$ cat src/rtl/erpl_pkg.sv
// Functional notes
// RULE_01: Enabled pin: pull on if pull_device_disable is 0, off if it is 1.
// RULE_02: edge_polarity_select 0 senses falling or low, 1 rising or high.
// RULE_03: Rising sense with the pull on makes the pull a pulldown.
// RULE_04: pin_function_enable 0 disables the request pin, 1 enables it.
// RULE_05: Read-only request_flag is set by a qualifying event on the pin.
// RULE_06: request_acknowledge: 1 clears the flag, 0 is ignored, reads 0.
// RULE_07: Level mode: acknowledge cannot clear the flag at asserted level.
// RULE_08: request_interrupt_enable 1 raises the CPU request while flag is 1.
// RULE_09: level_detect_mode 0 detects edges, 1 edges and asserted level.
// RULE_10: The pin is synchronised to the bus clock before detection.
// RULE_11: Bit 7 of the status/control register reads zero and ignores writes.
package erpl_pkg;

  // ------------------------------------------------------------
  // Register map (byte addresses on a 32-bit Wishbone bus)
  // ------------------------------------------------------------
  localparam logic [3:0] ERPL_ADDR_CTRL   = 4'h0;
  localparam logic [3:0] ERPL_ADDR_STATUS = 4'h4;
  localparam logic [3:0] ERPL_ADDR_MASK   = 4'h8;

  // ------------------------------------------------------------
  // Status/control field positions
  // ------------------------------------------------------------
  localparam int ERPL_BIT_PDD = 6;
  localparam int ERPL_BIT_EDG = 5;
  localparam int ERPL_BIT_PE  = 4;
  localparam int ERPL_BIT_F   = 3;
  localparam int ERPL_BIT_ACK = 2;
  localparam int ERPL_BIT_IE  = 1;
  localparam int ERPL_BIT_MOD = 0;

  // ------------------------------------------------------------
  // Event status bits and reset values
  // ------------------------------------------------------------
  localparam int ERPL_EV_REQ = 0;
  localparam int ERPL_EV_W   = 1;
  localparam logic [7:0] ERPL_CTRL_RESET = 8'h00;
  localparam logic [0:0] ERPL_EV_RESET   = 1'h0;

  typedef enum logic [1:0] {
    ERPL_PULL_NONE,
    ERPL_PULL_UP,
    ERPL_PULL_DOWN
  } erpl_pull_t;

endpackage

$ cat src/rtl/erpl_sync.sv
`timescale 1ns/1ps
module erpl_sync
  import erpl_pkg::*;
(
  // Clock and reset
  input  wire logic clk,
  input  wire logic reset,
  // Level in and out
  input  wire logic din,
  output logic      dout
);

  logic meta_reg;
  logic sync_reg;

  // RULE_10: two-stage synchroniser
  always_ff @(posedge clk) begin
    if (reset) begin
      meta_reg <= 1'b0;
      sync_reg <= 1'b0;
    end else begin
      meta_reg <= din;
      sync_reg <= meta_reg;
    end
  end

  assign dout = sync_reg;

endmodule

$ cat src/rtl/erpl_detect.sv
`timescale 1ns/1ps
module erpl_detect
  import erpl_pkg::*;
(
  // Clock and reset
  input  wire logic clk,
  input  wire logic reset,
  // Synchronised pin and settings
  input  wire logic pin_sync,
  input  wire logic enable,
  input  wire logic rising,
  input  wire logic level_mode,
  // Detection results
  output logic      event_hit,
  output logic      asserted
);

  logic prev_reg;
  logic act_now;
  logic act_prev;
  logic edge_hit;

  always_ff @(posedge clk) begin
    if (reset) begin
      prev_reg <= 1'b0;
    end else begin
      prev_reg <= pin_sync;
    end
  end

  // RULE_02: polarity maps pin to active sense
  assign act_now  = rising ? pin_sync : ~pin_sync;
  assign act_prev = rising ? prev_reg : ~prev_reg;
  assign edge_hit = act_now & ~act_prev;
  assign asserted = enable & level_mode & act_now;
  // RULE_09: edge only, or edge plus level
  // RULE_04: disabled pin raises nothing
  assign event_hit = enable & (edge_hit | (level_mode & act_now));

endmodule

$ cat src/rtl/erpl_top.sv
`timescale 1ns/1ps
module erpl_top
  import erpl_pkg::*;
(
  // Clock and reset
  input  wire logic        clk,
  input  wire logic        reset,
  // Wishbone slave
  input  wire logic        wb_cyc_i,
  input  wire logic        wb_stb_i,
  input  wire logic        wb_we_i,
  input  wire logic [3:0]  wb_adr_i,
  input  wire logic [3:0]  wb_sel_i,
  input  wire logic [31:0] wb_dat_i,
  output logic [31:0]      wb_dat_o,
  output logic             wb_ack_o,
  // Request pin
  input  wire logic        req_pin,
  output logic             pull_up_en,
  output logic             pull_down_en,
  // Interrupts
  output logic             cpu_request,
  output logic             irq
);

  // ------------------------------------------------------------
  // Registers
  // ------------------------------------------------------------
  logic       pdd_reg;
  logic       edg_reg;
  logic       pe_reg;
  logic       flag_reg;
  logic       ie_reg;
  logic       mod_reg;
  logic [ERPL_EV_W-1:0] ev_status_reg;
  logic [ERPL_EV_W-1:0] ev_mask_reg;
  logic       flag_next;
  logic       ack_reg;
  logic [31:0] dat_reg;
  logic       pu_reg;
  logic       pd_reg;
  logic       cpu_reg;
  logic       irq_reg;

  // ------------------------------------------------------------
  // Decode
  // ------------------------------------------------------------
  wire        req_valid = wb_cyc_i & wb_stb_i & ~ack_reg;
  wire        wr_lane0  = req_valid & wb_we_i & wb_sel_i[0];
  wire        hit_ctrl  = (wb_adr_i == ERPL_ADDR_CTRL);
  wire        hit_stat  = (wb_adr_i == ERPL_ADDR_STATUS);
  wire        hit_mask  = (wb_adr_i == ERPL_ADDR_MASK);
  wire        wr_ctrl   = wr_lane0 & hit_ctrl;
  wire        wr_stat   = wr_lane0 & hit_stat;
  wire        wr_mask   = wr_lane0 & hit_mask;
  // RULE_06: write 1 acknowledges, 0 is ignored
  wire        ack_write = wr_ctrl & wb_dat_i[ERPL_BIT_ACK];

  // RULE_11: bit 7 and acknowledge read as zero
  wire [7:0]  ctrl_rd = {1'b0, pdd_reg, edg_reg, pe_reg, flag_reg,
                         1'b0, ie_reg, mod_reg};
  wire [31:0] rd_mux  = hit_ctrl ? {24'h000000, ctrl_rd} :
                        hit_stat ? {31'h00000000, ev_status_reg} :
                        hit_mask ? {31'h00000000, ev_mask_reg} :
                                   32'h00000000;

  // ------------------------------------------------------------
  // Pin path
  // ------------------------------------------------------------
  logic pin_sync;
  logic event_hit;
  logic asserted;

  erpl_sync u_sync (
    .clk   (clk),
    .reset (reset),
    .din   (req_pin),
    .dout  (pin_sync)
  );

  erpl_detect u_det (
    .clk        (clk),
    .reset      (reset),
    .pin_sync   (pin_sync),
    .enable     (pe_reg),
    .rising     (edg_reg),
    .level_mode (mod_reg),
    .event_hit  (event_hit),
    .asserted   (asserted)
  );

  // RULE_05: event sets flag, set wins over clear
  // RULE_07: held level keeps flag set
  assign flag_next = event_hit | asserted | (flag_reg & ~ack_write);

  // RULE_01: pull on when enabled and not disabled
  // RULE_03: rising sense turns pull into pulldown
  wire pull_on = pe_reg & ~pdd_reg;
  wire pu_next = pull_on & ~edg_reg;
  wire pd_next = pull_on & edg_reg;

  // RULE_08: request follows flag when enabled
  wire cpu_next = ie_reg & flag_next;
  // Status bit rises on a new flag set; set beats write-one-clear
  wire [ERPL_EV_W-1:0] ev_set = {flag_next & ~flag_reg};
  wire [ERPL_EV_W-1:0] ev_next =
    ev_set | (ev_status_reg & ~({ERPL_EV_W{wr_stat}} &
                                wb_dat_i[ERPL_EV_W-1:0]));
  wire irq_next = |(ev_next & ev_mask_reg);

  // ------------------------------------------------------------
  // Control register
  // ------------------------------------------------------------
  always_ff @(posedge clk) begin
    if (reset) begin
      {pdd_reg, edg_reg, pe_reg} <= ERPL_CTRL_RESET[6:4];
      {ie_reg, mod_reg}          <= ERPL_CTRL_RESET[1:0];
    end else if (wr_ctrl) begin
      pdd_reg <= wb_dat_i[ERPL_BIT_PDD];
      edg_reg <= wb_dat_i[ERPL_BIT_EDG];
      pe_reg  <= wb_dat_i[ERPL_BIT_PE];
      ie_reg  <= wb_dat_i[ERPL_BIT_IE];
      mod_reg <= wb_dat_i[ERPL_BIT_MOD];
    end
  end

  // ------------------------------------------------------------
  // Flag, events, outputs
  // ------------------------------------------------------------
  always_ff @(posedge clk) begin
    if (reset) begin
      flag_reg      <= 1'b0;
      ev_status_reg <= ERPL_EV_RESET;
      ev_mask_reg   <= ERPL_EV_RESET;
      pu_reg        <= 1'b0;
      pd_reg        <= 1'b0;
      cpu_reg       <= 1'b0;
      irq_reg       <= 1'b0;
    end else begin
      flag_reg      <= flag_next;
      ev_status_reg <= ev_next;
      if (wr_mask) begin
        ev_mask_reg <= wb_dat_i[ERPL_EV_W-1:0];
      end
      pu_reg  <= pu_next;
      pd_reg  <= pd_next;
      cpu_reg <= cpu_next;
      irq_reg <= irq_next;
    end
  end

  // ------------------------------------------------------------
  // Bus answer: one wait state, ack for one cycle
  // ------------------------------------------------------------
  always_ff @(posedge clk) begin
    if (reset) begin
      ack_reg <= 1'b0;
      dat_reg <= 32'h00000000;
    end else begin
      ack_reg <= req_valid;
      dat_reg <= req_valid ? rd_mux : 32'h00000000;
    end
  end

  assign wb_ack_o     = ack_reg;
  assign wb_dat_o     = dat_reg;
  assign pull_up_en   = pu_reg;
  assign pull_down_en = pd_reg;
  assign cpu_request  = cpu_reg;
  assign irq          = irq_reg;

  // ------------------------------------------------------------
  // Checks
  // ------------------------------------------------------------
  property p_pull_mode;
    @(posedge clk) disable iff (reset)
      1'b1 |=> (pull_up_en == ($past(pe_reg) & ~$past(pdd_reg)
                & ~$past(edg_reg)));
  endproperty
  a_pull_mode: assert property (p_pull_mode) // RULE_01
    else $error("pullup state wrong");

  property p_pull_down;
    @(posedge clk) disable iff (reset)
      (pe_reg & ~pdd_reg & edg_reg) |=> pull_down_en & ~pull_up_en;
  endproperty
  a_pull_down: assert property (p_pull_down) // RULE_03
    else $error("pulldown not applied");

  property p_rise_edge;
    @(posedge clk) disable iff (reset)
      (pe_reg & edg_reg & pin_sync & ~$past(pin_sync)) |=> flag_reg;
  endproperty
  a_rise_edge: assert property (p_rise_edge) // RULE_02
    else $error("rising edge missed");

  property p_disabled;
    @(posedge clk) disable iff (reset)
      (~pe_reg & ~flag_reg & ~ack_reg) |=> ~flag_reg;
  endproperty
  a_disabled: assert property (p_disabled) // RULE_04
    else $error("flag set while disabled");

  property p_flag_hold;
    @(posedge clk) disable iff (reset)
      (flag_reg & ~ack_write) |=> flag_reg;
  endproperty
  a_flag_hold: assert property (p_flag_hold) // RULE_05
    else $error("flag dropped without ack");

  property p_ack_clear;
    @(posedge clk) disable iff (reset)
      (ack_write & ~event_hit & ~asserted) |=> ~flag_reg;
  endproperty
  a_ack_clear: assert property (p_ack_clear) // RULE_06
    else $error("ack did not clear flag");

  property p_level_keep;
    @(posedge clk) disable iff (reset)
      (asserted & ack_write) |=> flag_reg;
  endproperty
  a_level_keep: assert property (p_level_keep) // RULE_07
    else $error("flag cleared at asserted level");

  property p_cpu_req;
    @(posedge clk) disable iff (reset)
      1'b1 |=> (cpu_request == ($past(ie_reg) & flag_reg));
  endproperty
  a_cpu_req: assert property (p_cpu_req) // RULE_08
    else $error("cpu request mismatch");

  property p_edge_only;
    @(posedge clk) disable iff (reset)
      (pe_reg & ~mod_reg & ~edg_reg & ~pin_sync & ~$past(pin_sync)
       & ack_write) |=> ~flag_reg;
  endproperty
  a_edge_only: assert property (p_edge_only) // RULE_09
    else $error("level set flag in edge mode");

  property p_bit7;
    @(posedge clk) disable iff (reset)
      wb_ack_o |-> (wb_dat_o[7] == 1'b0) && (wb_dat_o[ERPL_BIT_ACK] == 1'b0
                    || $past(~hit_ctrl));
  endproperty
  a_bit7: assert property (p_bit7) // RULE_11
    else $error("bit 7 or ack read nonzero");

  property p_pull_off;
    @(posedge clk) disable iff (reset)
      (~pe_reg | pdd_reg) |=> ~pull_up_en & ~pull_down_en;
  endproperty
  a_pull_off: assert property (p_pull_off) // RULE_01
    else $error("pull on while disabled");

  property p_fall_edge;
    @(posedge clk) disable iff (reset)
      (pe_reg & ~edg_reg & ~pin_sync & $past(pin_sync)) |=> flag_reg;
  endproperty
  a_fall_edge: assert property (p_fall_edge) // RULE_02
    else $error("falling edge missed");

  property p_no_source;
    @(posedge clk) disable iff (reset)
      ~pe_reg |-> ~event_hit & ~asserted;
  endproperty
  a_no_source: assert property (p_no_source) // RULE_04
    else $error("event from disabled pin");

  property p_flag_read;
    @(posedge clk) disable iff (reset)
      (wb_ack_o & hit_ctrl & ~wb_we_i)
        |-> (wb_dat_o[ERPL_BIT_F] == $past(flag_reg));
  endproperty
  a_flag_read: assert property (p_flag_read) // RULE_05
    else $error("flag read back wrong");

  property p_ev_set;
    @(posedge clk) disable iff (reset)
      $rose(flag_reg) |-> ev_status_reg[ERPL_EV_REQ];
  endproperty
  a_ev_set: assert property (p_ev_set) // RULE_05
    else $error("status missed new flag");

  property p_ev_sticky;
    @(posedge clk) disable iff (reset)
      (ev_status_reg[ERPL_EV_REQ] & ~wr_stat)
        |=> ev_status_reg[ERPL_EV_REQ];
  endproperty
  a_ev_sticky: assert property (p_ev_sticky) // RULE_05
    else $error("status dropped without clear");

  property p_level_set;
    @(posedge clk) disable iff (reset)
      (pe_reg & mod_reg & (pin_sync == edg_reg)) |=> flag_reg;
  endproperty
  a_level_set: assert property (p_level_set) // RULE_09
    else $error("held level did not set flag");

  property p_cpu_off;
    @(posedge clk) disable iff (reset)
      ~ie_reg |=> ~cpu_request;
  endproperty
  a_cpu_off: assert property (p_cpu_off) // RULE_08
    else $error("cpu request while disabled");

  property p_irq_level;
    @(posedge clk) disable iff (reset)
      1'b1 |=> (irq == |(ev_status_reg & $past(ev_mask_reg)));
  endproperty
  a_irq_level: assert property (p_irq_level) // RULE_08
    else $error("irq does not follow status");

endmodule

$ cat config.mk
export PLATFORM = sky130hd
export DESIGN_NAME = erpl_top
export DESIGN_NICKNAME = d
export VERILOG_FILES = /design/src/rtl/erpl_pkg.sv /design/src/rtl/erpl_sync.sv /design/src/rtl/erpl_detect.sv /design/src/rtl/erpl_top.sv
export SDC_FILE = /design/constraint.sdc
export NUM_CORES = 1
export LEC_CHECK = 0
export ABC_CLOCK_PERIOD_IN_PS = 3100
export BUFFER_PORTS_ARGS = -buffer_cell sky130_fd_sc_hd__buf_2
export CAP_MARGIN = 40
export CORE_UTILIZATION = 40
export CTS_CLUSTER_SIZE = 28
export DETAILED_ROUTE_END_ITERATION = 12
export HOLD_SLACK_MARGIN = 0.08
export PLACE_DENSITY = 0.8
export SLEW_MARGIN = 20
export SYNTH_ARGS = -nofsm -noshare
export SYNTH_HDL_FRONTEND = slang
export SYNTH_SLANG_ARGS = --single-unit
$ cat constraint.sdc
create_clock -name clk -period 3.1 [get_ports clk]
set_clock_uncertainty 0.1 [all_clocks]
set_input_delay 0.155 -clock clk [delete_from_list [all_inputs] [get_ports clk]]
set_output_delay 0.155 -clock clk [all_outputs]
set_load 0.1 [all_outputs]
Word-level counts from Yosys, hierarchy flattened
Cells that the tools add are included.
{"block": "op_classes", "bitwise_logic": 36, "eq_ne": 2, "n_reduce_logical": 3, "mux": 5}
{"op": "bitwise AND 1 bit", "count": 22}
{"op": "NOT 1 bit", "count": 10}
{"op": "2-to-1 mux 7 bit", "count": 1}
{"op": "== test 4 x 3 -> 1 bit (second input constant)", "count": 1}
{"op": "== test 4 bit (second input constant)", "count": 1}
{"op": "zero test 4 bit", "count": 1}
{"op": "2-to-1 mux 1 bit", "count": 4}
{"op": "bitwise OR 1 bit", "count": 4}
{"op": "OR reduction 4 bit", "count": 1}
{"op": "OR reduction 2 bit", "count": 1}
{"block": "totals", "output_inout_bits": 37, "reg_bits": 48, "wordCells": 64, "input_bits": 46}

Logic depth before layout (Yosys ltp)
{"block": "depth", "word_depth": 12, "ltp_mapped": 5, "depth_no_buf": 3}

By module
From an unflattened synthesis, not the netlist that was laid out.
{"block": "unflattened", "hier_cells": 109, "hier_area_um2": 1049.8}
{"mod": "erpl_top", "n_inst": 1, "seq_area_each_um2": 380.4, "area_per_inst_um2": 928.4, "cells_per_inst": 96}
{"mod": "erpl_detect", "n_inst": 1, "seq_area_each_um2": 20.0, "area_per_inst_um2": 68.8, "cells_per_inst": 9}
{"mod": "erpl_sync", "n_inst": 1, "seq_area_each_um2": 40.0, "area_per_inst_um2": 52.6, "cells_per_inst": 4}

Worst setup path before layout
Ideal clock, no wire load.
{"block": "synth_path", "path_type": "register to register", "start": "reg ack_reg (netlist: wb_ack_o)", "end": "reg irq_reg (netlist: irq)", "path_buffers": 0, "slack_ns": 1.292, "path_stages_with_launch": 4, "arrival_time_ns": 1.616, "period_less_slack_ns": 1.808, "required_time_ns": 2.908, "setup_ns": 0.092, "cell_sequence": "dfxtp_1 > nand3b_1 > nor4_1 > o32ai_1"}
{"block": "synth_via", "elab_chain_len": 12, "elab_cells_between_ends": 16, "cone_classes": "16 x bitwise"}
{"element": "start, declared", "line": "erpl_top.sv:38", "rtl": "logic ack_reg;"}
{"element": "start signal, assigned", "line": "erpl_top.sv:160", "rtl": "ack_reg <= req_valid;"}
{"element": "NOT 1 bit (*)", "line": "erpl_top.sv:48", "rtl": "wire req_valid = wb_cyc_i & wb_stb_i & ~ack_reg;"}
{"element": "bitwise AND 1 bit (*)", "line": "erpl_top.sv:48"}
{"element": "bitwise AND 1 bit (*) (2 in series)", "line": "erpl_top.sv:49", "rtl": "wire wr_lane0 = req_valid & wb_we_i & wb_sel_i[0];"}
{"element": "bitwise AND 1 bit", "line": "erpl_top.sv:53", "rtl": "wire wr_ctrl = wr_lane0 & hit_ctrl;"}
{"element": "bitwise AND 1 bit", "line": "erpl_top.sv:57", "rtl": "wire ack_write = wr_ctrl & wb_dat_i[ERPL_BIT_ACK];"}
{"element": "NOT 1 bit", "line": "erpl_top.sv:94", "rtl": "assign flag_next = event_hit | asserted | (flag_reg & ~ack_write);"}
{"element": "bitwise AND 1 bit", "line": "erpl_top.sv:94"}
{"element": "bitwise OR 1 bit", "line": "erpl_top.sv:94"}
{"element": "bitwise AND 1 bit", "line": "erpl_top.sv:105", "rtl": "wire [ERPL_EV_W-1:0] ev_set = {flag_next & ~flag_reg};"}
{"element": "bitwise OR 1 bit (*)", "line": "erpl_top.sv:107", "rtl": "ev_set | (ev_status_reg & ~({ERPL_EV_W{wr_stat}} &"}
{"element": "bitwise AND 1 bit (*)", "line": "erpl_top.sv:109", "rtl": "wire irq_next = |(ev_next & ev_mask_reg);"}
{"element": "end signal, assigned", "line": "erpl_top.sv:148", "rtl": "irq_reg <= irq_next;"}
{"element": "end, declared", "line": "erpl_top.sv:43", "rtl": "logic irq_reg;"}
Every way passes the cells marked *; elsewhere a longest branch is shown, timed or not.
A chain may end at the register's enable or synchronous reset.

Worst setup path after layout
{"block": "layout_path", "start": "in wb_adr_i[0]", "end": "reg dat_reg[1] (netlist: wb_dat_o[1])"}
{"block": "layout_via", "elab_chain_len": 2}
{"element": "start, declared", "line": "erpl_top.sv:12", "rtl": "input wire logic [3:0] wb_adr_i,"}
{"element": "zero test 4 bit", "line": "erpl_top.sv:50", "rtl": "wire hit_ctrl = (wb_adr_i == ERPL_ADDR_CTRL);"}
{"element": "2-to-1 mux 7 bit", "line": "erpl_top.sv:62", "rtl": "wire [31:0] rd_mux = hit_ctrl ? {24'h000000, ctrl_rd} :"}
{"element": "end signal, assigned", "line": "erpl_top.sv:161", "rtl": "dat_reg <= req_valid ? rd_mux : 32'h00000000;"}
{"element": "end, declared", "line": "erpl_top.sv:39", "rtl": "logic [31:0] dat_reg;"}
No other way between the ends.

==> metrics.md <==
| Metric | Value |
|---|---|
| Critical Path AT | `about 2100 ps` |
| Layout area overhead | `21.0%` |
| Final hold vios | `0` |
| Ranking of synthesized cells by area | `dfxtp_1, buf_4, mux2i_1` |
| Post-CTS sizing | `0` |
| Kind of critical path | `in -> reg` |
| Post-synthesis mux area share | `0.0688` |
| Routed Antenna Nets | `0` |
| Worst R2R Setup Slack | `approximately 1600 ps` |
| Sequential share of the synthesized area | `0.432` |
| Leak pwr | `between 0.5 and 0.6 nW` |
| Ports | `83` |
| Routed vias/inst | `4.42` |
| Total core area | `roughly 2300 um2` |
| Startpoint Class | `input pin` |
| Cell Rows | `17` |
| Clock Power Share | `0.321` |
| Gate count of the mapped netlist | `~110` |
| Library cells used by synthesis | `24` |
| CTS max path bufs | `2` |
| Die height | `~52 um` |
| Residual DRC | `0` |
| Largest family of logic cells by synthesized area | `simple AND/OR/NAND/NOR gates` |
| Slew Viols, Final | `0` |
| Adder-cell share of the synthesized area | `0` |
| Post-CTS Setup Bufs | `0` |
| Design Power | `roughly 680 uW` |
| Post-Syn Area per Cell | `9.34 um2` |
| N_diodes | `0` |
| P_sw | `roughly 250 uW` |
| Final-report setup violation count | `0` |
| DR iter-0 viols | `8` |
| Root buffer cell | `clkbuf_4` |
| Post-DR wirelength/cell | `between 9 and 10 um` |
| Status | `finished clean` |
| Crit path max fanout | `4` |
| Synthesis-stage register bit count | `22` |
| Maximum vdd drop | `~0.31 mV` |
| Switching portion of total power | `0.360` |
| Period minus WS final | `roughly 2000 ps` |
| Yosys warning count | `0` |
| GPL Wtd Cong | `~0.82` |
| WL final | `between 1500 and 2000 um` |
| Syn Std Cell Area | `1020 um2` |
| Hold WC Path Type | `in -> reg` |
| I/O Buffers | `27` |
| Final Cycle Share | `0.648` |
| Int Power | `436 uW` |
| Dominant cell type by area after synthesis | `dfxtp_1` |
| Reg power frac | `0.419` |
| Initial antenna violation count | `0` |
| GRT Util Overall | `0.135` |
| Die area | `2750 um2` |
| Sum Neg Setup Slack | `0 ps` |
| Clock sink count | `22` |
| First-pass GRT wire length | `2580 um` |
| Die X | `52.5 um` |
| # H-tree levels | `1` |
| Vias in the first global route | `618` |
| Multi-input logic area | `about 450 um2` |
| Fin util | `0.536` |
| Required time of the critical path | `~3200 ps` |
| Via count | `around 770` |
| Initial Utilization | `0.443` |
| PwrDens | `553 nW/um2` |
| Inserted Clock Buffers | `3` |
| Fillers | `between 200 and 250` |
| Max FFs per register | `6` |
| Crit. End Element | `register` |
| Maximum clock frequency | `approximately 500 MHz` |
| Pin count of the biggest net entering global routing | `14` |
| Clock slew at reported path FFs | `120 ps` |
| Fin nets | `194` |
| Comb pwr share | `0.260` |
| Layout cells sized above 1 | `0.231` |
| Synth Area in XOR/XNOR | `0.0172` |
| Sequential cell area | `roughly 440 um2` |
| RSZ-0062 raised after global routing | `false` |
| DPL Wire Length | `1280 um` |
| Synth top area share | `0.432` |
| Simple-gate portion of the synthesized area | `0.220` |
| Total grt overflow | `0` |
| Fraction of the mapped netlist area in compound gates | `0.0442` |
| CTS tree | `built` |
| Clock Latency Late Sink | `approximately 310 ps` |
| First drt pass iteration count | `4` |
| Max-cap check violation count | `0` |
placed cells by master (no fill, tap or decap), drive strengths merged, types with 2 or more instances in the layout:
cell,synthesis,layout
buf,26,27
conb,1,26
dfxtp,22,22
nand2,15,15
dlygate4sd3,0,10
mux2i,7,7
inv,4,4
nor4,4,4
and2,4,4
nand3b,3,3
o32ai,3,3
nor2b,3,3
clkbuf,2,3
nor3,3,3
nand2b,2,2
o21ai,2,2
logic make-up after synthesis:
kind of cell / after synthesis
multiplexers: 7
AO/OA/AOI/OAI: 6
flip-flops: 22
buffers and inverters: 32
XOR/XNOR: 2
other: 1
AND/OR/NAND/NOR: 39
cell usage after synthesis, drive strengths merged:
cell and instances:
and3b 1, and2 4, nor3b 1, mux2i 7
nor2 1, dfxtp 22, conb 1, xnor2 1
nand3b 3, nor3 3, xor2 1, buf 26
or2 1, nand2b 2, nor4 4, clkbuf 2
o32ai 3, nand2 15, or4 1, inv 4
o2111ai 1, o21ai 2, nor2b 3
path summary, 6_finish.rpt:
check | start | cells after the start | endpoint
max reg2reg | wb_ack_o | 3 | ie_reg
min | wb_dat_i[2] | 4 | flag_reg
max | wb_adr_i[0] | 5 | wb_dat_o[1]
min reg2reg | u_sync.meta_reg | 1 | u_sync.dout
repair_timing:
item | 4_1_cts | 5_1_grt
setup endpoints to repair | 0 | 0
hold endpoints to repair | 11 | 0
hold buffers | 10 | 0
critical path, stage by stage:
cell and delay, ps:
dlygate4sd3_1 530, buf_2 120, or4_4 540, dlygate4sd3_1 590, nor4_1 190
per-stage QoR:
step | instance area, um2 | worst slack [ps] | hold WS, ps | std cells
after detailed placement | 1080 | 1540 | 268 | 161
after global placement | 1080 | 1580 | 270 | 161
after floorplan | 1110 | 1290 | 183 | 134
final | 1230 | 1090 | 114 | 175
after global routing | 1230 | 1050 | 115 | 175
after CTS | 1230 | 1070 | 111 | 175
power groups by stage:
stage | Sequential (mW) | Clock (mW) | Combinational [mW]
after global placement | 0.292 | 0 | 0.167
after global routing | 0.286 | 0.231 | 0.183
final | 0.286 | 0.219 | 0.177
after CTS | 0.286 | 0.222 | 0.176
after floorplan | 0.296 | 0 | 0.176
after detailed placement | 0.292 | 0 | 0.167
metal layers:
metal | global-route usage | vias up | wire [um]
met5 | 0 | - | 0
met4 | 0.0921 | 0 | 45
met3 | 0.0348 | 5 | 127
met2 | 0.251 | 37 | 877
met1 | 0.125 | 346 | 657
li1 | - | 386 | -
final cells by class:
cell class,instances,share of cell area
multi-input cells,80,0.369
clock buffers,3,0.0183
well taps,28,0.0284
inverters,4,0.0122
flip-flops and latches,22,0.357
clock inverters,1,0.0244
repair buffers,37,0.191
(Power assumes the default switching activity.)
